--- src/rtl/acr_pkg.sv ---
// Package of constants and types for the converter configuration bank
package acr_pkg;
    // ========================================================
    // Register indices (byte address is four times the index)
    localparam logic [2:0] IDX_RATE_MODE = 3'h1; // Rate and mode
    localparam logic [2:0] IDX_REF_CUR   = 3'h2; // Reference, filter, current
    localparam logic [2:0] IDX_ROUTE_RDY = 3'h3; // Routing and ready mode
    localparam logic [2:0] IDX_COMMAND   = 3'h4; // Command strobes
    localparam logic [2:0] IDX_CLOCK     = 3'h5; // External clock setup
    localparam logic [2:0] IDX_STATUS    = 3'h6; // Decoded state
    // ========================================================
    // Reset values
    localparam logic [7:0]  RESET_CFG   = 8'h00;
    localparam logic [15:0] REF_CLK_KHZ = 16'h1000; // 4096 kHz
    localparam int          SCALE_SHIFT = 12;       // Divide by 4096
    // ========================================================
    // Field positions
    localparam int RATE_MSB = 7, RATE_LSB = 5;
    localparam int MODE_MSB = 4, MODE_LSB = 3;
    localparam int REF_MSB = 7, REF_LSB = 6;
    localparam int FILT_MSB = 5, FILT_LSB = 4;
    localparam int SWITCH_BIT = 3;
    localparam int CUR_MSB = 2, CUR_LSB = 0;
    localparam int SRC1_MSB = 7, SRC1_LSB = 5;
    localparam int SRC2_MSB = 4, SRC2_LSB = 2;
    localparam int READY_MODE_BIT = 1;
    localparam int CMD_START_BIT = 0, CMD_SLEEP_BIT = 1;
    localparam int CLK_EXT_BIT = 16;
    localparam int ST_VALID_BIT = 17, ST_SWITCH_BIT = 18;
    // ========================================================
    // Operating modes
    typedef enum logic [1:0] {
        MODE_NORMAL = 2'h0,
        MODE_DUTY   = 2'h1,
        MODE_TURBO  = 2'h2,
        MODE_UNUSED = 2'h3
    } acr_mode_type;
    // Rates in quarter samples per second, codes 0 to 6
    localparam logic [12:0] NORMAL_RATE_Q [0:6] = '{13'h0050, 13'h00B4,
        13'h0168, 13'h02BC, 13'h0528, 13'h0960, 13'h0FA0};
    localparam logic [12:0] DUTY_RATE_Q [0:6] = '{13'h0014, 13'h002D,
        13'h005A, 13'h00B0, 13'h014A, 13'h0258, 13'h03E8};
    localparam logic [12:0] TURBO_RATE_Q [0:6] = '{13'h00A0, 13'h0168,
        13'h02D0, 13'h0578, 13'h0A50, 13'h12C0, 13'h1F40};
    // Excitation current in microamperes, codes 2 to 7
    localparam logic [10:0] CURRENT_UA [2:7] = '{11'h0032, 11'h0064,
        11'h00FA, 11'h01F4, 11'h03E8, 11'h05DC};
    localparam logic [2:0] CODE_UNUSED = 3'h7;
endpackage : acr_pkg

--- src/rtl/acr_dec_if.sv ---
// Interface between the bank and its two decoders
`timescale 1ns/1ns
interface acr_dec_if;
    logic [7:0]  rate_mode;   // Rate and mode register
    logic [7:0]  ref_cur;     // Reference and current register
    logic [7:0]  route_rdy;   // Routing register
    logic        clk_ext;     // External clock in use
    logic [15:0] clk_khz;     // External clock frequency
    logic [16:0] rate_q;      // Scaled rate, quarter SPS
    logic        rate_valid;  // Mode and code are usable
    logic [1:0]  line_filter; // Effective filter choice
    logic [10:0] current_ua;  // Current magnitude
    logic [5:0]  src1_pins;   // Source one pin select
    logic [5:0]  src2_pins;   // Source two pin select
    modport bank_mp (output rate_mode, ref_cur, route_rdy, clk_ext,
        clk_khz, input rate_q, rate_valid, line_filter, current_ua,
        src1_pins, src2_pins);
    modport rate_mp (input rate_mode, ref_cur, clk_ext, clk_khz,
        output rate_q, rate_valid, line_filter);
    modport drive_mp (input ref_cur, route_rdy,
        output current_ua, src1_pins, src2_pins);
endinterface : acr_dec_if

--- src/rtl/acr_rate_decode.sv ---
// Rate and line filter decoder
`timescale 1ns/1ns
module acr_rate_decode
    import acr_pkg::*;
(
    acr_dec_if.rate_mp dec
);
    // ========================================================
    // Rate decode and clock scaling
    logic [2:0]   code;     // Rate code
    acr_mode_type mode;     // Operating mode
    logic [12:0]  base_q;   // Unscaled rate
    logic [28:0]  product;  // Rate times clock

    always_comb begin
        code   = dec.rate_mode[RATE_MSB:RATE_LSB];
        mode   = acr_mode_type'(dec.rate_mode[MODE_MSB:MODE_LSB]);
        base_q = 13'h0000;
        dec.rate_valid = (code != CODE_UNUSED);
        unique case (mode)
            MODE_NORMAL: begin
                if (dec.rate_valid) base_q = NORMAL_RATE_Q[code];
            end
            MODE_DUTY: begin
                if (dec.rate_valid) base_q = DUTY_RATE_Q[code];
            end
            MODE_TURBO: begin
                if (dec.rate_valid) base_q = TURBO_RATE_Q[code];
            end
            MODE_UNUSED: begin
                dec.rate_valid = 1'b0;
            end
        endcase
        // Rate follows the external clock in proportion
        product = 29'(base_q) * 29'(dec.clk_khz);
        if (dec.clk_ext)
            dec.rate_q = product[SCALE_SHIFT +: 17];
        else
            dec.rate_q = 17'(base_q);
        // Filter choice acts only at the slowest normal and duty rates
        if (code == 3'h0 && (mode == MODE_NORMAL || mode == MODE_DUTY))
            dec.line_filter = dec.ref_cur[FILT_MSB:FILT_LSB];
        else
            dec.line_filter = 2'h0;
    end
endmodule : acr_rate_decode

--- src/rtl/acr_drive_decode.sv ---
// Excitation current and routing decoder
`timescale 1ns/1ns
module acr_drive_decode
    import acr_pkg::*;
(
    acr_dec_if.drive_mp dec
);
    // ========================================================
    // Routing code to one-hot pin select, unused codes give none
    function automatic logic [5:0] route_pins(input logic [2:0] c);
        if (c == 3'h0 || c == CODE_UNUSED)
            return 6'h00;
        return 6'h01 << (c - 3'h1);
    endfunction : route_pins

    logic [2:0] cur_code; // Current magnitude code

    // Shared magnitude and per-source routing
    always_comb begin
        cur_code = dec.ref_cur[CUR_MSB:CUR_LSB];
        if (cur_code < 3'h2)
            dec.current_ua = 11'h000;
        else
            dec.current_ua = CURRENT_UA[cur_code];
        dec.src1_pins = route_pins(dec.route_rdy[SRC1_MSB:SRC1_LSB]);
        dec.src2_pins = route_pins(dec.route_rdy[SRC2_MSB:SRC2_LSB]);
    end
endmodule : acr_drive_decode

--- src/rtl/acr_config_bank.sv ---
// Configuration register bank with Wishbone slave
// Overview of operation
// - Rate code decodes per mode; code seven unused
// - External clock scales rate proportionally
// - Bits 7:6 pick conversion reference
// - Bits 5:4 pick line filter coefficients
// - Filter choice acts only at slowest normal and duty rates
// - Switch closes on start, opens on sleep
// - Bits 2:0 set shared excitation magnitude
// - Bits 7:5 route excitation source one
// - Bits 4:2 route source two identically
// - Ready mode adds shared pin indication
// - Rate field sits at bits 7:5
// - Mode field selects normal, duty, turbo
//
// The implementer's own choice: the Wishbone interface to the registers.
`timescale 1ns/1ns
module acr_config_bank
    import acr_pkg::*;
#(
    parameter int ADR_W = 8 // Byte address width
)(
    input  wire logic               CLK,
    input  wire logic               RESET,
    input  wire logic               CYC_I,
    input  wire logic               STB_I,
    input  wire logic               WE_I,
    input  wire logic [ADR_W-1:0]   ADR_I,
    input  wire logic [3:0]         SEL_I,
    input  wire logic [31:0]        DAT_I,
    output      logic [31:0]        DAT_O,
    output      logic               ACK_O,
    input  wire logic               DATA_READY,
    output      logic [16:0]        RATE_QSPS,
    output      logic               RATE_VALID,
    output      logic [1:0]         REF_SELECT,
    output      logic [1:0]         LINE_FILTER,
    output      logic               LOW_SIDE_SWITCH_CLOSED,
    output      logic [10:0]        EXCITATION_CURRENT_LEVEL,
    output      logic [5:0]         SOURCE_ONE_ROUTING,
    output      logic [5:0]         SOURCE_TWO_ROUTING,
    output      logic               DEDICATED_READY_PIN,
    output      logic               SHARED_DATAOUT_READY_PIN
);
    import acr_pkg::*;

    // ========================================================
    // Bus handshake state
    typedef enum logic [1:0] {
        BUS_IDLE = 2'b01,
        BUS_ACK  = 2'b10
    } acr_bus_type;

    acr_bus_type bus_state, next_bus_state; // Ack state
    logic [31:0] dat, next_dat;             // Read data
    logic        request;                   // New access seen
    logic        commit;                    // Access completes
    logic [2:0]  index;                     // Register index
    logic        mapped;                    // Address decodes

    // Decode the word index, upper bits must be zero
    always_comb begin
        index  = ADR_I[4:2];
        mapped = (ADR_I[ADR_W-1:5] == '0) && (ADR_I[1:0] == 2'h0) &&
                 (index >= IDX_RATE_MODE) && (index <= IDX_STATUS);
    end

    // ========================================================
    // Configuration storage
    logic [7:0]  rate_mode, next_rate_mode; // Rate and mode
    logic [7:0]  ref_cur, next_ref_cur;     // Reference etc
    logic [7:0]  route_rdy, next_route_rdy; // Routing etc
    logic [16:0] clk_cfg, next_clk_cfg;     // Ext enable and kHz
    logic        cmd_start, next_cmd_start; // Start pulse
    logic        cmd_sleep, next_cmd_sleep; // Sleep pulse

    // Merge one written byte lane
    function automatic logic [7:0] lane(input logic [7:0] old,
                                        input int n);
        return SEL_I[n] ? DAT_I[8*n +: 8] : old;
    endfunction : lane

    // Read multiplexer; unmapped and command read zero
    function automatic logic [31:0] read_word(input logic [2:0] i);
        unique case (i)
            IDX_RATE_MODE: return {24'h00_0000, rate_mode};
            IDX_REF_CUR:   return {24'h00_0000, ref_cur};
            IDX_ROUTE_RDY: return {24'h00_0000, route_rdy};
            IDX_CLOCK:     return {15'h0000, clk_cfg};
            IDX_STATUS:    return {13'h0000, LOW_SIDE_SWITCH_CLOSED,
                                   RATE_VALID, RATE_QSPS};
            default:       return 32'h0000_0000;
        endcase
    endfunction : read_word

    // Bus and register next values
    always_comb begin
        request        = CYC_I && STB_I && (bus_state == BUS_IDLE);
        commit         = CYC_I && STB_I && (bus_state == BUS_ACK);
        next_bus_state = request ? BUS_ACK : BUS_IDLE;
        next_dat       = request && mapped ? read_word(index)
                                           : 32'h0000_0000;
        next_rate_mode = rate_mode;
        next_ref_cur   = ref_cur;
        next_route_rdy = route_rdy;
        next_clk_cfg   = clk_cfg;
        next_cmd_start = 1'b0;
        next_cmd_sleep = 1'b0;
        // Writes take effect at the edge that ends the ack cycle
        if (commit && WE_I && mapped) begin
            unique case (index)
                IDX_RATE_MODE: begin
                    next_rate_mode = lane(rate_mode, 0);
                end
                IDX_REF_CUR: begin
                    next_ref_cur = lane(ref_cur, 0);
                end
                IDX_ROUTE_RDY: begin
                    // Reserved bit stored as written
                    next_route_rdy = lane(route_rdy, 0);
                end
                IDX_COMMAND: begin
                    if (SEL_I[0]) begin
                        next_cmd_start = DAT_I[CMD_START_BIT];
                        next_cmd_sleep = DAT_I[CMD_SLEEP_BIT];
                    end
                end
                IDX_CLOCK: begin
                    next_clk_cfg[7:0]  = lane(clk_cfg[7:0], 0);
                    next_clk_cfg[15:8] = lane(clk_cfg[15:8], 1);
                    if (SEL_I[2])
                        next_clk_cfg[CLK_EXT_BIT] = DAT_I[CLK_EXT_BIT];
                end
                default: begin
                    // Status is read only
                end
            endcase
        end
    end

    // Register bus and configuration state
    always_ff @(posedge CLK) begin
        if (RESET) begin
            bus_state <= BUS_IDLE;
            dat       <= 32'h0000_0000;
            rate_mode <= RESET_CFG;
            ref_cur   <= RESET_CFG;
            route_rdy <= RESET_CFG;
            clk_cfg   <= {1'b0, REF_CLK_KHZ};
            cmd_start <= 1'b0;
            cmd_sleep <= 1'b0;
        end else begin
            bus_state <= next_bus_state;
            dat       <= next_dat;
            rate_mode <= next_rate_mode;
            ref_cur   <= next_ref_cur;
            route_rdy <= next_route_rdy;
            clk_cfg   <= next_clk_cfg;
            cmd_start <= next_cmd_start;
            cmd_sleep <= next_cmd_sleep;
        end
    end

    assign ACK_O = bus_state[1];
    assign DAT_O = dat;

    // ========================================================
    // Decoders
    acr_dec_if dec ();

    assign dec.rate_mode = rate_mode;
    assign dec.ref_cur   = ref_cur;
    assign dec.route_rdy = route_rdy;
    assign dec.clk_ext   = clk_cfg[CLK_EXT_BIT];
    assign dec.clk_khz   = clk_cfg[15:0];

    acr_rate_decode i_acr_rate_decode (
        .dec (dec.rate_mp)
    );

    acr_drive_decode i_acr_drive_decode (
        .dec (dec.drive_mp)
    );

    // ========================================================
    // Registered outputs
    logic [16:0] next_rate_q;   // Scaled rate
    logic        next_valid;    // Rate usable
    logic [1:0]  next_ref;      // Reference select
    logic [1:0]  next_filter;   // Filter select
    logic        next_switch;   // Switch state
    logic [10:0] next_current;  // Current level
    logic [5:0]  next_src1;     // Source one pins
    logic [5:0]  next_src2;     // Source two pins
    logic        next_ded_rdy;  // Dedicated ready
    logic        next_shr_rdy;  // Shared ready

    // Output next values
    always_comb begin
        next_rate_q  = dec.rate_q;
        next_valid   = dec.rate_valid;
        next_ref     = ref_cur[REF_MSB:REF_LSB];
        next_filter  = dec.line_filter;
        next_current = dec.current_ua;
        next_src1    = dec.src1_pins;
        next_src2    = dec.src2_pins;
        // Sleep wins if both commands arrive together
        next_switch  = LOW_SIDE_SWITCH_CLOSED;
        if (!ref_cur[SWITCH_BIT] || cmd_sleep)
            next_switch = 1'b0;
        else if (cmd_start)
            next_switch = 1'b1;
        next_ded_rdy = DATA_READY;
        next_shr_rdy = DATA_READY && route_rdy[READY_MODE_BIT];
    end

    // Output registers
    always_ff @(posedge CLK) begin
        if (RESET) begin
            RATE_QSPS                <= '0;
            RATE_VALID               <= 1'b0;
            REF_SELECT               <= 2'h0;
            LINE_FILTER              <= 2'h0;
            LOW_SIDE_SWITCH_CLOSED   <= 1'b0;
            EXCITATION_CURRENT_LEVEL <= 11'h000;
            SOURCE_ONE_ROUTING       <= 6'h00;
            SOURCE_TWO_ROUTING       <= 6'h00;
            DEDICATED_READY_PIN      <= 1'b0;
            SHARED_DATAOUT_READY_PIN <= 1'b0;
        end else begin
            RATE_QSPS                <= next_rate_q;
            RATE_VALID               <= next_valid;
            REF_SELECT               <= next_ref;
            LINE_FILTER              <= next_filter;
            LOW_SIDE_SWITCH_CLOSED   <= next_switch;
            EXCITATION_CURRENT_LEVEL <= next_current;
            SOURCE_ONE_ROUTING       <= next_src1;
            SOURCE_TWO_ROUTING       <= next_src2;
            DEDICATED_READY_PIN      <= next_ded_rdy;
            SHARED_DATAOUT_READY_PIN <= next_shr_rdy;
        end
    end

    // Base case: normal mode, code zero, internal clock
    logic norm_zero; // Slowest normal rate selected
    assign norm_zero = rate_mode[7:3] == 5'h00;
endmodule : acr_config_bank

--- config.mk ---
export PLATFORM = sky130hd
export DESIGN_NAME = acr_config_bank
export DESIGN_NICKNAME = d
export VERILOG_FILES = /design/src/rtl/acr_pkg.sv /design/src/rtl/acr_dec_if.sv /design/src/rtl/acr_rate_decode.sv /design/src/rtl/acr_drive_decode.sv /design/src/rtl/acr_config_bank.sv
export SDC_FILE = /design/constraint.sdc
export NUM_CORES = 1
export LEC_CHECK = 0
export BUFFER_PORTS_ARGS = -buffer_cell sky130_fd_sc_hd__buf_2
export CORE_MARGIN = 3
export CORE_UTILIZATION = 40
export DETAILED_ROUTE_END_ITERATION = 12
export GPL_TIMING_DRIVEN = 0
export HOLD_SLACK_MARGIN = 0.12
export PLACE_DENSITY = 0.64
export REMOVE_ABC_BUFFERS = 1
export SYNTH_ARGS = -nofsm -noshare
export SYNTH_HDL_FRONTEND = slang
export SYNTH_SLANG_ARGS = --single-unit
--- constraint.sdc ---
create_clock -name CLK -period 7.89 [get_ports CLK]
set_input_delay 1.1835 -clock CLK [delete_from_list [all_inputs] [get_ports CLK]]
set_output_delay 1.1835 -clock CLK [all_outputs]
set_load 0.005 [all_outputs]
# Yosys cells after proc, flatten, opt, wreduce, memory -nomap -nowiden
# Memories as Yosys holds them, arrays and structs flattened. A register that Yosys moved wholly into a read port is not among the register bits.
# Cells that the tools add are included.
dict set report word_totals {
  register_bits 114
  latchBits 0
  mem_bits_rw 0
  romBits 400
  in_bits 50
  mem_count 4
}
# memory words width rd rd_clocked_by_memory_dff write_ports line
set memory_table {}
lappend memory_table {{(name not given)} 8 13 1 0 0 acr_rate_decode.sv:28} ;# if (dec.rate_valid) base_q = TURBO_RATE_Q[code];
lappend memory_table {{(name not given)} 8 13 1 0 0 acr_rate_decode.sv:22} ;# if (dec.rate_valid) base_q = NORMAL_RATE_Q[code];
lappend memory_table {{(name not given)} 8 13 1 0 0 acr_rate_decode.sv:25} ;# if (dec.rate_valid) base_q = DUTY_RATE_Q[code];
lappend memory_table {{(name not given)} 8 11 1 1 0 acr_drive_decode.sv:24} ;# dec.current_ua = CURRENT_UA[cur_code];
dict set report classes {
  n_addsub 2
  multipliers 1
  div 0
  n_lt_le_gt_ge 4
  eq_ne 14
  n_shift 2
  n_mux 19
  bitwise_logic 8
  reduce_logical 35
}
# operator count
set ops {}
lappend ops {{$mux W13} 10}
lappend ops {{$pmux W19 S5} 1}
lappend ops {{$pmux W13 S3} 1}
lappend ops {{$mul A13 B16 Y29} 1}
lappend ops {{$mux W6} 4}
lappend ops {{$reduce_and A3 Y1} 6}
lappend ops {{$eq A3 B3 Y1 const B} 5}
lappend ops {{$logic_not A3 Y1} 4}
lappend ops {{$reduce_or A2 Y1} 6}
lappend ops {{$shl A1 B3 Y6 const A} 2}
lappend ops {{$logic_and A1 B1 Y1} 11}
lappend ops {{$not A3 Y4} 2}
lappend ops {{$eq A2 B2 Y1 const B} 3}
lappend ops {{$eq A3 B2 Y1 const B} 2}
lappend ops {{$not A1 Y1} 6}
lappend ops {{$sub A3 B1 Y3 const B} 2}
lappend ops {{$eq A2 B1 Y1 const B} 2}
lappend ops {{$ge A4 B4 Y1 const B} 1}
lappend ops {{$logic_not A2 Y1} 2}
lappend ops {{$logic_or A1 B1 Y1} 4}
lappend ops {{$reduce_or A4 Y1} 1}
lappend ops {{$eq A3 B1 Y1 const B} 1}
lappend ops {{$ge A3 B1 Y1 const B} 1}
lappend ops {{$le A3 B3 Y1 const B} 1}
lappend ops {{other kinds (5)} 6}

# Depth between registers and ports, before layout
# Gate-level depths: netlist of run 1.
dict set report depth {
  depth_word 8
  ltp_mapped 26
  depth_no_buf 24
}

# By module
# From an unflattened synthesis of run 1, not the netlist that was laid out.
dict set report hier_totals {
  hier_cells 1351
  hier_area_um2 11954.0
}
# module n_inst cells_per_inst area_each_um2 seq_area_each_um2
set modules_own_cells {}
lappend modules_own_cells {acr_rate_decode 1 930 7653.6 0.0}
lappend modules_own_cells {acr_config_bank 1 384 4068.9 2242.2}
lappend modules_own_cells {acr_drive_decode 1 37 231.5 0.0}

# Worst setup path after synthesis of run 1
# No wires, ideal clock.
dict set report synth_timing {
  path_kind {flip-flop to flip-flop}
  from {register rate_mode[5], in the netlist dec.rate_mode[5]}
  to {register RATE_QSPS[16]}
  arrival_ps 6364
  setup_slack_ps 1455
  path_stages_with_launch 23
  n_path_buf 2
  synth_period_minus_slack_ps 6435
  cell_sequence {dfxtp_1 -> inv_1 -> ha_1 -> nor2b_1 -> a2111oi_0 -> clkbuf_1 -> nand2_1 -> fa_1 -> fa_1 -> inv_1 -> fa_1 -> fa_1 -> inv_1 -> fa_1 -> inv_1 -> ha_1 -> clkbuf_1 -> and4_1 -> nor2b_1 -> a221oi_1 -> a211oi_1 -> or3_1 -> a21oi_1}
}
dict set report synth_between {
  elab_chain_len 7
  word_cells_on_any_way 16
  classes_between {mul: 1; eq/ne: 1; mux: 10; bitwise: 1; memory: 3}
}
# element line
set synth_lines {}
lappend synth_lines {{start: declaration} acr_config_bank.sv:70} ;# logic [7:0] rate_mode, next_rate_mode;
lappend synth_lines {{start signal: assignment} acr_config_bank.sv:155} ;# rate_mode <= next_rate_mode;
lappend synth_lines {{$not A3 Y4 (implied by the code)} {acr_rate_decode.sv:22, acr_rate_decode.sv:25, acr_rate_decode.sv:28}}
lappend synth_lines {{$mem_v2 Z8 W13, on equally long branches} -}
lappend synth_lines {{$mux W13, on equally long branches (3 in a row)} {acr_rate_decode.sv:28, acr_rate_decode.sv:22, acr_rate_decode.sv:25}}
lappend synth_lines {{$pmux W13 S3 *} acr_rate_decode.sv:20} ;# unique case (mode)
lappend synth_lines {{$mul A13 B16 Y29 *} acr_rate_decode.sv:35} ;# product = 29'(base_q) * 29'(dec.clk_khz);
lappend synth_lines {{end signal: assignment} acr_config_bank.sv:231} ;# RATE_QSPS <= next_rate_q;
lappend synth_lines {{end: declaration} acr_config_bank.sv:34} ;# output logic [16:0] RATE_QSPS,
# Every way passes the cells marked *; elsewhere a longest branch is shown, timed or not. The select of a mux whose other input is x is not followed.
# A chain may end at the register's enable or synchronous reset.

# Worst setup path in the final report of run 1
dict set report layout_timing {
  from {register rate_mode[4], in the netlist dec.rate_mode[4]}
  to {register RATE_QSPS[12]}
}
dict set report layout_between {
  elab_chain_len 4
  word_cells_on_any_way 6
  classes_between {mul: 1; eq/ne: 2; mux: 2; reduce/logical: 1}
}
# element line
set layout_lines {}
lappend layout_lines {{$eq A2 B2 Y1 (tied with other cells)} acr_rate_decode.sv:20}
lappend layout_lines {{$pmux W13 S3 *} acr_rate_decode.sv:20}
lappend layout_lines {{$mul A13 B16 Y29} acr_rate_decode.sv:35}
lappend layout_lines {{$mux W13 *} acr_rate_decode.sv:36} ;# if (dec.clk_ext)
# Every way passes the cells marked *; elsewhere a longest branch is shown, timed or not.

==> results of run 1 <==
==> what timing repair did <==
action	4_1_cts	5_1_grt
setup endpoints to repair	0	7
buffers inserted	0	0
resized for setup	0	3
hold endpoints to repair	0	0
==> layout by cell type, fill, tap and decap left out, types with 17 or more instances in the layout <==
cell and count:
a21oi_1 42, a22oi_1 17, and2_1 98, buf_2 102, dfxtp_1 110, fa_1 153
ha_1 85, inv_1 202, mux2i_1 52, nand2_1 149, nor2_1 102, nor2b_1 33
o21ai_0 29
==> synth_stat cells, drive strengths merged (31+ instances only) <==
cell type	count	area (µm²)
inv	202	758
fa	153	3060
nand2	149	559
dfxtp	111	2220
nor2	106	403
and2	98	613
ha	85	1060
clkbuf	59	221
mux2i	52	521
a21oi	42	210
nor2b	33	206
o21ai	31	155
==> kinds of logic after synthesis <==
kind of cell             count (synthesis)
adder cells (fa/ha/maj)                238
multiplexers                            56
buffers and inverters                  281
AO/OA/AOI/OAI                          172
flip-flops                             111
AND/OR/NAND/NOR                        465
other                                    1
XOR/XNOR                                 6
==> final timing paths <==
kind,endpoint,slack (ps),depth (start not counted)
worst min register to register,LOW_SIDE_SWITCH_CLOSED,390,1
worst max register to register,RATE_QSPS[12],560,18
worst min-delay path,LOW_SIDE_SWITCH_CLOSED,390,1
worst max-delay path,RATE_QSPS[12],560,18
==> power by group <==
group          total (W)  switching [W]  leakage, nW  internal (W)
logic          0.0000345      0.0000237         4.91     0.0000108
registers       0.000562    0.000000927        0.896      0.000561
clock network   0.000458       0.000233        0.149      0.000226
==> final cells by class <==
type / count / area [µm²] / area share (%)
multi-input combinational: 951 / 8330 / 65.6
sequential: 111 / 2220 / 17.5
inverter: 203 / 762 / 6.00
timing repair buffer: 110 / 608 / 4.79
tap: 378 / 473 / 3.72
clock buffer: 9 / 225 / 1.77
clock inverter: 7 / 77.6 / 0.611
antenna: 1 / 2.50 / 0.0197
==> metrics by stage <==
| stage | setup slack, ps | cell area [µm²] | setup TNS, ps | hold slack (ps) |
|---|---|---|---|---|
| 3_5_place_dp | 223 | 12400 | 0 | 384 |
| 3_3_place_gp | -2830 | 12200 | -41320 | 381 |
| 2_1_floorplan | 795 | 11200 | 0 | 376 |
| 6_report | 564 | 12700 | 0 | 395 |
| 5_1_grt | 67.6 | 12700 | 0 | 392 |
| 4_1_cts | 187 | 12700 | 0 | 396 |
==> flip-flops by register name, summed over array words and instances (netlist names), 2 cells and up <==
name / cells
SOURCE_ONE_ROUTING: 6
LINE_FILTER: 2
DAT_O: 19
RATE_QSPS: 17
SOURCE_TWO_ROUTING: 6
clk_cfg: 17
REF_SELECT: 2
dec.route_rdy: 8
bus_state: 2
dec.ref_cur: 8
EXCITATION_CURRENT_LEVEL: 10
dec.rate_mode: 8
==> layer usage <==
layer | track usage [%] | part of all wire [%]
met1 | 28.6 | 45
met2 | 33.2 | 47
met3 | 2.55 | 5.0
met4 | 4.52 | 2.1
met5 | 0 | 0
==> run_results.csv, run 1 <==
group,metric,value,unit
sta,relSlewSlack,10.5,%
floorplan,dieWidth,176,µm
worst_setup_path,end_kind,"flop",
sta,period_share,92.9,%
worst_setup_path,cp_num_buf_inv,3,
synth,synth_edf_count,0,
synth,synth_compound_area_share,10.0,%
floorplan,core_area,0.0281,mm²
route,ant_nets,0,
placement,gp_congestion,0.940,
floorplan,dieArea,0.0309,mm²
job,drv_cap,0,
sta,fin_skew,12.1,ps
synth,ys_types,66,
global_routing,grt_usage,20.2,%
synth,yosysSeqAreaShare,19.3,%
global_routing,grt_max_degree,70,
clock_tree,cts_buffers,9,
hold_path,min_path_type,"flop to flop",
clock_tree,h-tree-depth,3,
sta,rsz0062_at_grt,"no",
floorplan,start_util,41.1,%
route,wl_per_cell,17.1,µm
synth,yosys.area_share.simple,19.9,%
pwr,p_leak,5.95,nW
route,drcViolationCount,0,
cells_and_area,final_nets,1674,
route,vias_per_cell,5.23,
pwr,irDropWorstVdd,113,µV
sta,slew_viol_final,0,
route,drt_pass1_iterations,5,
worst_setup_path,crit_required,8130,ps
synth,synthArstFlopShare,0,%
worst_setup_path,cp_common_cell,"fa_1",
cells_and_area,final_util,45.2,%
clock_tree,cts-root-buf,"clkbuf_16",
synth,synth_mux_area_share,4.90,%
sta,hold_viol,0,
worst_setup_path,max_stage_delay,1040,ps
cells_and_area,drive_above_1_share,10.8,%
route,vias,9257,
route,dr.first_iter.drc_count,646,
sta,setup_viol,0,
worst_setup_path,critPathArrivalTime,7570,ps
floorplan,rows,61,
clock_tree,cts_tree,"done",
global_routing,gr-total-overflow,0,
route,drt_wl_total,30300,µm
worst_setup_path,cp_cell_sequence,"nand2_1, nor3_2, buf_6, and2_1, fa_1, fa_1, fa_1, fa_1, inv_1, fa_1, inv_1, ha_1, a21oi_1, o21ai_0, a2111o_1, a41oi_1, mux2i_1, nand2_1",
clock_tree,cts_hold_buf,0,
worst_setup_path,worstSetupStartpointType,"flop",
pwr,finalPower,0.00105,W
sta,min_period,7330,ps
synth,yosysWarnings,0,
placement,port_buffers,100,
clock_tree,clk_pin_slew,80,ps
synth,synth_xor_area_share,0.456,%
worst_setup_path,path_max_fanout,25,
worst_setup_path,crit_family,"adder cells",
cells_and_area,syn_to_final_growth,10.1,%
worst_setup_path,path_class,"flop to flop",
global_routing,grt_pass1_vias,9486,
hold_path,hold_path.startpoint,"cmd_sleep",
synth,synth_ff_type,"dfxtp_1",
clock_tree,clkSinkCount,111,
sta,fmax,0.136,GHz
placement,dpl.hpwl,23600,µm
synth,ys_ff_latch,111,
worst_setup_path,r2r-start,"dec.rate_mode[4]",
global_routing,antenna_found_initial,0,
cells_and_area,final_cells,1770,
floorplan,pin_count,131,
floorplan,die_height,176,µm
worst_setup_path,critical-path-slowest-cell,"dfxtp_1",
synth,syn_area,0.0115,mm²
clock_tree,clock_latency,350,ps
placement,dp_cells,1753,
cells_and_area,fill_cells,2829,
pwr,powerDensity,83.1,mW/mm²
sta,tightest_slew,1340,ps
run_status,outcome,"finished, final reports clean",
worst_setup_path,crit_start,"dec.rate_mode[4]",
synth,syn_avg_cell_area,8.67,µm²
global_routing,grt_pass1_wl,50200,µm
synth,postSynthCellCount,1330,
synth,synth_top_family_by_area,"adder cells",
synth,synthAdderAreaFrac,35.8,%
clock_tree,clk_path_buf_depth,2,
Note: power is estimated with default switching activity, not from simulation.
==> run 2, diff against run 1 <==
--- a/config.mk
+++ b/config.mk
@@ -6,12 +6,14 @@
 export NUM_CORES = 1
 export LEC_CHECK = 0
 export BUFFER_PORTS_ARGS = -buffer_cell sky130_fd_sc_hd__buf_2
+export CELL_PAD_IN_SITES_DETAIL_PLACEMENT = 0
+export CELL_PAD_IN_SITES_GLOBAL_PLACEMENT = 2
 export CORE_MARGIN = 3
-export CORE_UTILIZATION = 40
+export CORE_UTILIZATION = 37
 export DETAILED_ROUTE_END_ITERATION = 12
 export GPL_TIMING_DRIVEN = 0
 export HOLD_SLACK_MARGIN = 0.12
-export PLACE_DENSITY = 0.64
+export PLACE_DENSITY = 0.88
 export REMOVE_ABC_BUFFERS = 1
 export SYNTH_ARGS = -nofsm -noshare
 export SYNTH_HDL_FRONTEND = slang
==> run_results.csv, run 2 (same netlist as run 1, synthesis figures left out) <==
group,metric,value,unit
worst_setup_path,r2r_setup_slack,570,ps
global_routing,gr-total-overflow,0,
worst_setup_path,path_max_fanout,17,
worst_setup_path,reg2reg_depth,22,
clock_tree,cts_setup_buffers,0,
route,vias,9135,
pwr,clkPwrFrac,45.0,%
worst_setup_path,worstSetupStartpointType,"flop",
clock_tree,h-tree-depth,3,
route,wl_per_cell,17.7,µm
pwr,power.switching,0.000284,W
pwr,powerDensity,85.4,mW/mm²
pwr,switching_share,26.0,%
floorplan,pin_count,131,
clock_tree,cts-root-buf,"clkbuf_16",
sta,slew_viol_final,0,
pwr,comb_power_share,3.4,%
floorplan,dieArea,0.0333,mm²
clock_tree,cts_hold_buf,0,
pwr,irDropWorstVdd,99.5,µV
route,drcViolationCount,0,
sta,rsz0062_at_grt,"no",
floorplan,start_util,37.6,%
route,vias_per_cell,5.11,
pwr,seq_power_share,51.6,%
global_routing,antenna_found_initial,0,
global_routing,grt_pass1_wl,51300,µm
cells_and_area,final_area,0.0128,mm²
floorplan,dieWidth,183,µm
cells_and_area,final_nets,1675,
run_status,outcome,"finished, final reports clean",
global_routing,grt_pass1_vias,9378,
worst_setup_path,crit_required,8110,ps
placement,dpl.hpwl,24700,µm
sta,period_share,92.8,%
global_routing,grt_usage,19.3,%
floorplan,die_height,183,µm
pwr,power.internal,0.000806,W
clock_tree,clock_latency,380,ps
cells_and_area,final_common_cell,"inv_1",
hold_path,min_path_type,"flop to flop",
sta,min_period,7320,ps
floorplan,core_area,0.0307,mm²
hold_path,hold_path.startpoint,"cmd_sleep",
cells_and_area,diodes,0,
clock_tree,cts_buffers,9,
clock_tree,clk_pin_slew,90,ps
pwr,p_leak,5.96,nW
global_routing,grt_max_degree,70,
cells_and_area,syn_to_final_growth,10.7,%
worst_setup_path,end_kind,"flop",
clock_tree,clkSinkCount,111,
sta,setup_viol,0,
cells_and_area,largest_register_ffs,19,
cells_and_area,final_util,41.6,%
sta,fin_skew,16.6,ps
worst_setup_path,reg2reg_to,"RATE_QSPS[3]",
floorplan,rows,64,
hold_path,hold_path_end,"LOW_SIDE_SWITCH_CLOSED",
clock_tree,cts_resized,0,
placement,gp_congestion,0.852,
clock_tree,cts_tree,"done",
sta,relSlewSlack,9.91,%
route,ant_nets,0,
worst_setup_path,r2r-start,"dec.rate_mode[6]",
cells_and_area,drive_above_1_share,10.9,%
route,dr.first_iter.drc_count,575,
job,drv_cap,0,
clock_tree,clk_path_buf_depth,2,
cells_and_area,fill_cells,3114,
placement,port_buffers,100,
worst_setup_path,path_class,"flop to flop",
route,drt_wl_total,31600,µm
hold_path,holdPathStages,1,
worst_setup_path,critPathArrivalTime,7550,ps
sta,tightest_slew,1350,ps
sta,fmax,0.137,GHz
cells_and_area,layout_common_cells,"inv_1 (202), fa_1 (153), nand2_1 (149)",
placement,place_area,0.0124,mm²
route,drt_pass1_iterations,5,
sta,hold_viol,0,
## run 2: cell count changes in the layout (fill, tap and decap cells not counted), sizes merged
cell / delta
clkinv: -2
inv: +2
buf: +1
diode: -1
## run 2: critical path, stage by stage (launching register included)
cell and delay (ps):
dfxtp_1 600, inv_1 190, ha_1 260, nor2b_1 150, o21ai_0 340, a211oi_1 130
a21o_1 490, nand2_1 200, fa_1 460, fa_1 530, inv_1 50, ha_1 280
fa_1 520, inv_1 60, fa_1 480, inv_1 40, ha_1 380, nand3_1 100
nor4_1 750, a211oi_1 300, nor2_1 360, xnor2_1 110, a211oi_1 410
## run 2: cell type report
| cell class | instances | area, µm² | share of cell area, % |
|---|---|---|---|
| well taps | 396 | 495 | 3.88 |
| clock inverters | 7 | 91.3 | 0.716 |
| repair buffers | 111 | 628 | 4.92 |
| flip-flops and latches | 111 | 2220 | 17.4 |
| multi-input cells | 951 | 8330 | 65.3 |
| inverters | 203 | 762 | 5.97 |
| clock buffers | 9 | 225 | 1.77 |
## run 2: how the worst max path moves through the flow
stage | start | endpoint | cells after the start
5_1_grt | dec.rate_mode[6] | RATE_QSPS[3] | 22
3_5_place_dp | dec.rate_mode[3] | RATE_QSPS[12] | 20
4_1_cts | dec.rate_mode[3] | RATE_QSPS[3] | 20
2_1_floorplan | dec.rate_mode[5] | RATE_QSPS[16] | 20
6_report | dec.rate_mode[6] | RATE_QSPS[3] | 22
3_3_place_gp | dec.rate_mode[6] | RATE_QSPS[3] | 20
## run 2: per-stage QoR
| step | hold WS [ps] | TNS [ps] | cells | power (W) | worst slack (ps) |
|---|---|---|---|---|---|
| finish | 401 | 0 | 1788 | 0.00109 | 565 |
| global route | 410 | 0 | 1788 | 0.00112 | 88.9 |
| CTS | 404 | 0 | 1788 | 0.00110 | 147 |
| detailed placement | 388 | 0 | 1772 | 0.000612 | 194 |
| global placement | 380 | -41230 | 1761 | 0.000611 | -2650 |
| floorplan | 376 | 0 | 1265 | 0.000585 | 795 |
## run 2: per-layer routing
| metal | share of wire, % | up-vias | track usage (%) | routed length [µm] |
|---|---|---|---|---|
| met5 | 0 | - | 0 | 0 |
| met4 | 1.5 | 0 | 3.66 | 461 |
| met3 | 4.4 | 31 | 2.65 | 1390 |
| met2 | 48 | 206 | 31.8 | 15000 |
| met1 | 47 | 4567 | 27.3 | 14700 |
| li1 | - | 4331 | - | - |
## run 2: power by group through the flow
stage | Combinational, W | Sequential [W] | Clock, W
final | 0.0000373 | 0.000562 | 0.000490
after global routing | 0.0000406 | 0.000562 | 0.000517
after CTS | 0.0000372 | 0.000562 | 0.000501
after detailed placement | 0.0000371 | 0.000575 | 0
after global placement | 0.0000357 | 0.000575 | 0
after floorplan | 0.00000974 | 0.000575 | 0
==> run 3, diff against run 2 <==
--- a/config.mk
+++ b/config.mk
@@ -13,6 +13,7 @@
 export DETAILED_ROUTE_END_ITERATION = 12
 export GPL_TIMING_DRIVEN = 0
 export HOLD_SLACK_MARGIN = 0.12
+export MAX_ROUTING_LAYER = met4
 export PLACE_DENSITY = 0.88
 export REMOVE_ABC_BUFFERS = 1
 export SYNTH_ARGS = -nofsm -noshare
==> run_results.csv, run 3 (same netlist as run 1, synthesis figures left out) <==
group,metric,value,unit
route,vias,9157,
clock_tree,clkSinkCount,111,
route,drt_pass1_iterations,5,
sta,setup_viol,0,
sta,finalWorstSetupSlack,495,ps
placement,place_area,0.0124,mm²
floorplan,pin_count,131,
worst_setup_path,crit_start,"dec.rate_mode[6]",
pwr,powerDensity,85.5,mW/mm²
sta,slew_viol_final,0,
sta,tightest_slew,1320,ps
cells_and_area,drive_above_1_share,10.9,%
route,wl_per_cell,17.7,µm
worst_setup_path,r2r_setup_slack,500,ps
placement,gp_congestion,0.865,
floorplan,rows,64,
clock_tree,cts_setup_buffers,0,
worst_setup_path,reg2reg_depth,22,
global_routing,grt_usage,19.9,%
floorplan,die_height,183,µm
worst_setup_path,worstSetupStartpointType,"flop",
route,drt_wl_total,31600,µm
sta,hold_viol,0,
clock_tree,clock_latency,380,ps
global_routing,grt_pass1_vias,9374,
floorplan,dieArea,0.0333,mm²
sta,hold_slack,400,ps
sta,fmax,0.135,GHz
cells_and_area,final_nets,1675,
clock_tree,h-tree-depth,3,
global_routing,antenna_found_initial,0,
cells_and_area,final_cells,1789,
clock_tree,cts-root-buf,"clkbuf_16",
sta,period_share,93.7,%
floorplan,start_util,37.6,%
hold_path,min_path_type,"flop to flop",
route,drcViolationCount,0,
worst_setup_path,crit_required,8110,ps
clock_tree,clk_path_buf_depth,2,
job,drv_cap,0,
clock_tree,clk_pin_slew,90,ps
placement,place_ws,194,ps
pwr,p_leak,5.96,nW
clock_tree,cts_buffers,9,
cells_and_area,layout_common_cells,"inv_1 (202), fa_1 (153), nand2_1 (149)",
route,dr.first_iter.drc_count,652,
floorplan,core_area,0.0307,mm²
worst_setup_path,path_max_fanout,17,
global_routing,gr-total-overflow,0,
worst_setup_path,path_class,"flop to flop",
sta,fin_skew,19.7,ps
worst_setup_path,critPathArrivalTime,7610,ps
placement,dp_cells,1772,
worst_setup_path,reg2reg_to,"RATE_QSPS[3]",
worst_setup_path,end_kind,"flop",
route,vias_per_cell,5.12,
worst_setup_path,crit_end,"RATE_QSPS[3]",
run_status,outcome,"finished, final reports clean",
sta,min_period,7390,ps
global_routing,grt_max_degree,70,
placement,port_buffers,100,
cells_and_area,syn_to_final_growth,10.7,%
sta,rsz0062_at_grt,"no",
pwr,finalPower,0.00109,W
global_routing,grt_pass1_wl,51300,µm
floorplan,dieWidth,183,µm
clock_tree,cts_tree,"done",
cells_and_area,largest_register_ffs,19,
cells_and_area,final_common_cell,"inv_1",
placement,dpl.hpwl,24700,µm
pwr,irDropWorstVdd,99.8,µV
worst_setup_path,r2r-start,"dec.rate_mode[6]",
route,ant_nets,0,
sta,relSlewSlack,11.9,%
cells_and_area,final_area,0.0128,mm²
## run 3: metal layers
metal / GRT usage, % / up-vias / part of all wire (%)
met4: 3.66 / 0 / 1.4
met2: 31.8 / 213 / 48
met3: 2.49 / 29 / 4.2
met5: - / - / 0
li1: - / 4334 / -
met1: 27.4 / 4581 / 47
## run 3: layout make-up
cell class                 count  area, µm²
clock inverter                 7       91.3
clock buffer                   9        225
tap                          396        495
inverter                     203        762
timing repair buffer         111        628
multi-input combinational    951       8330
sequential                   111       2220
fill                        3115      17900
antenna                        1       2.50
## run 3: what timing repair did
item | in CTS | in global routing
setup endpoints to repair | 0 | 10
resized for setup | 0 | 4
hold buffers | 0 | 0
## run 3: power by group
part           switching [W]  total (W)  internal [W]
Clock               0.000259   0.000492      0.000233
Combinational      0.0000253  0.0000372     0.0000119
Sequential        0.00000103   0.000562      0.000561
Total               0.000286    0.00109      0.000806
## run 3: how the worst min path moves through the flow
stage	end	cells after the start	startpoint	slack (ps)
6_report	LOW_SIDE_SWITCH_CLOSED	1	cmd_sleep	400
5_1_grt	LOW_SIDE_SWITCH_CLOSED	1	cmd_sleep	410
4_1_cts	LOW_SIDE_SWITCH_CLOSED	1	cmd_sleep	400
3_5_place_dp	LOW_SIDE_SWITCH_CLOSED	1	cmd_sleep	390
3_3_place_gp	LOW_SIDE_SWITCH_CLOSED	1	cmd_sleep	380
2_1_floorplan	LOW_SIDE_SWITCH_CLOSED	1	cmd_sleep	380
## run 3: per-stage QoR
stage	util (%)	TNS, ps
2_1_floorplan	-	0
3_3_place_gp	39.9	-41230
3_5_place_dp	40.5	0
4_1_cts	41.6	0
5_1_grt	41.6	0
6_report	41.6	0
## run 3: critical path, stage by stage (launching register included)
cell and delay (ps):
dfxtp_1 600, inv_1 190, ha_1 260, nor2b_1 140, o21ai_0 330, a211oi_1 130
a21o_1 500, nand2_1 200, fa_1 460, fa_1 530, inv_1 50, ha_1 280
fa_1 520, inv_1 60, fa_1 480, inv_1 40, ha_1 380, nand3_1 100
nor4_1 780, a211oi_1 300, nor2_1 370, xnor2_1 110, a211oi_1 420
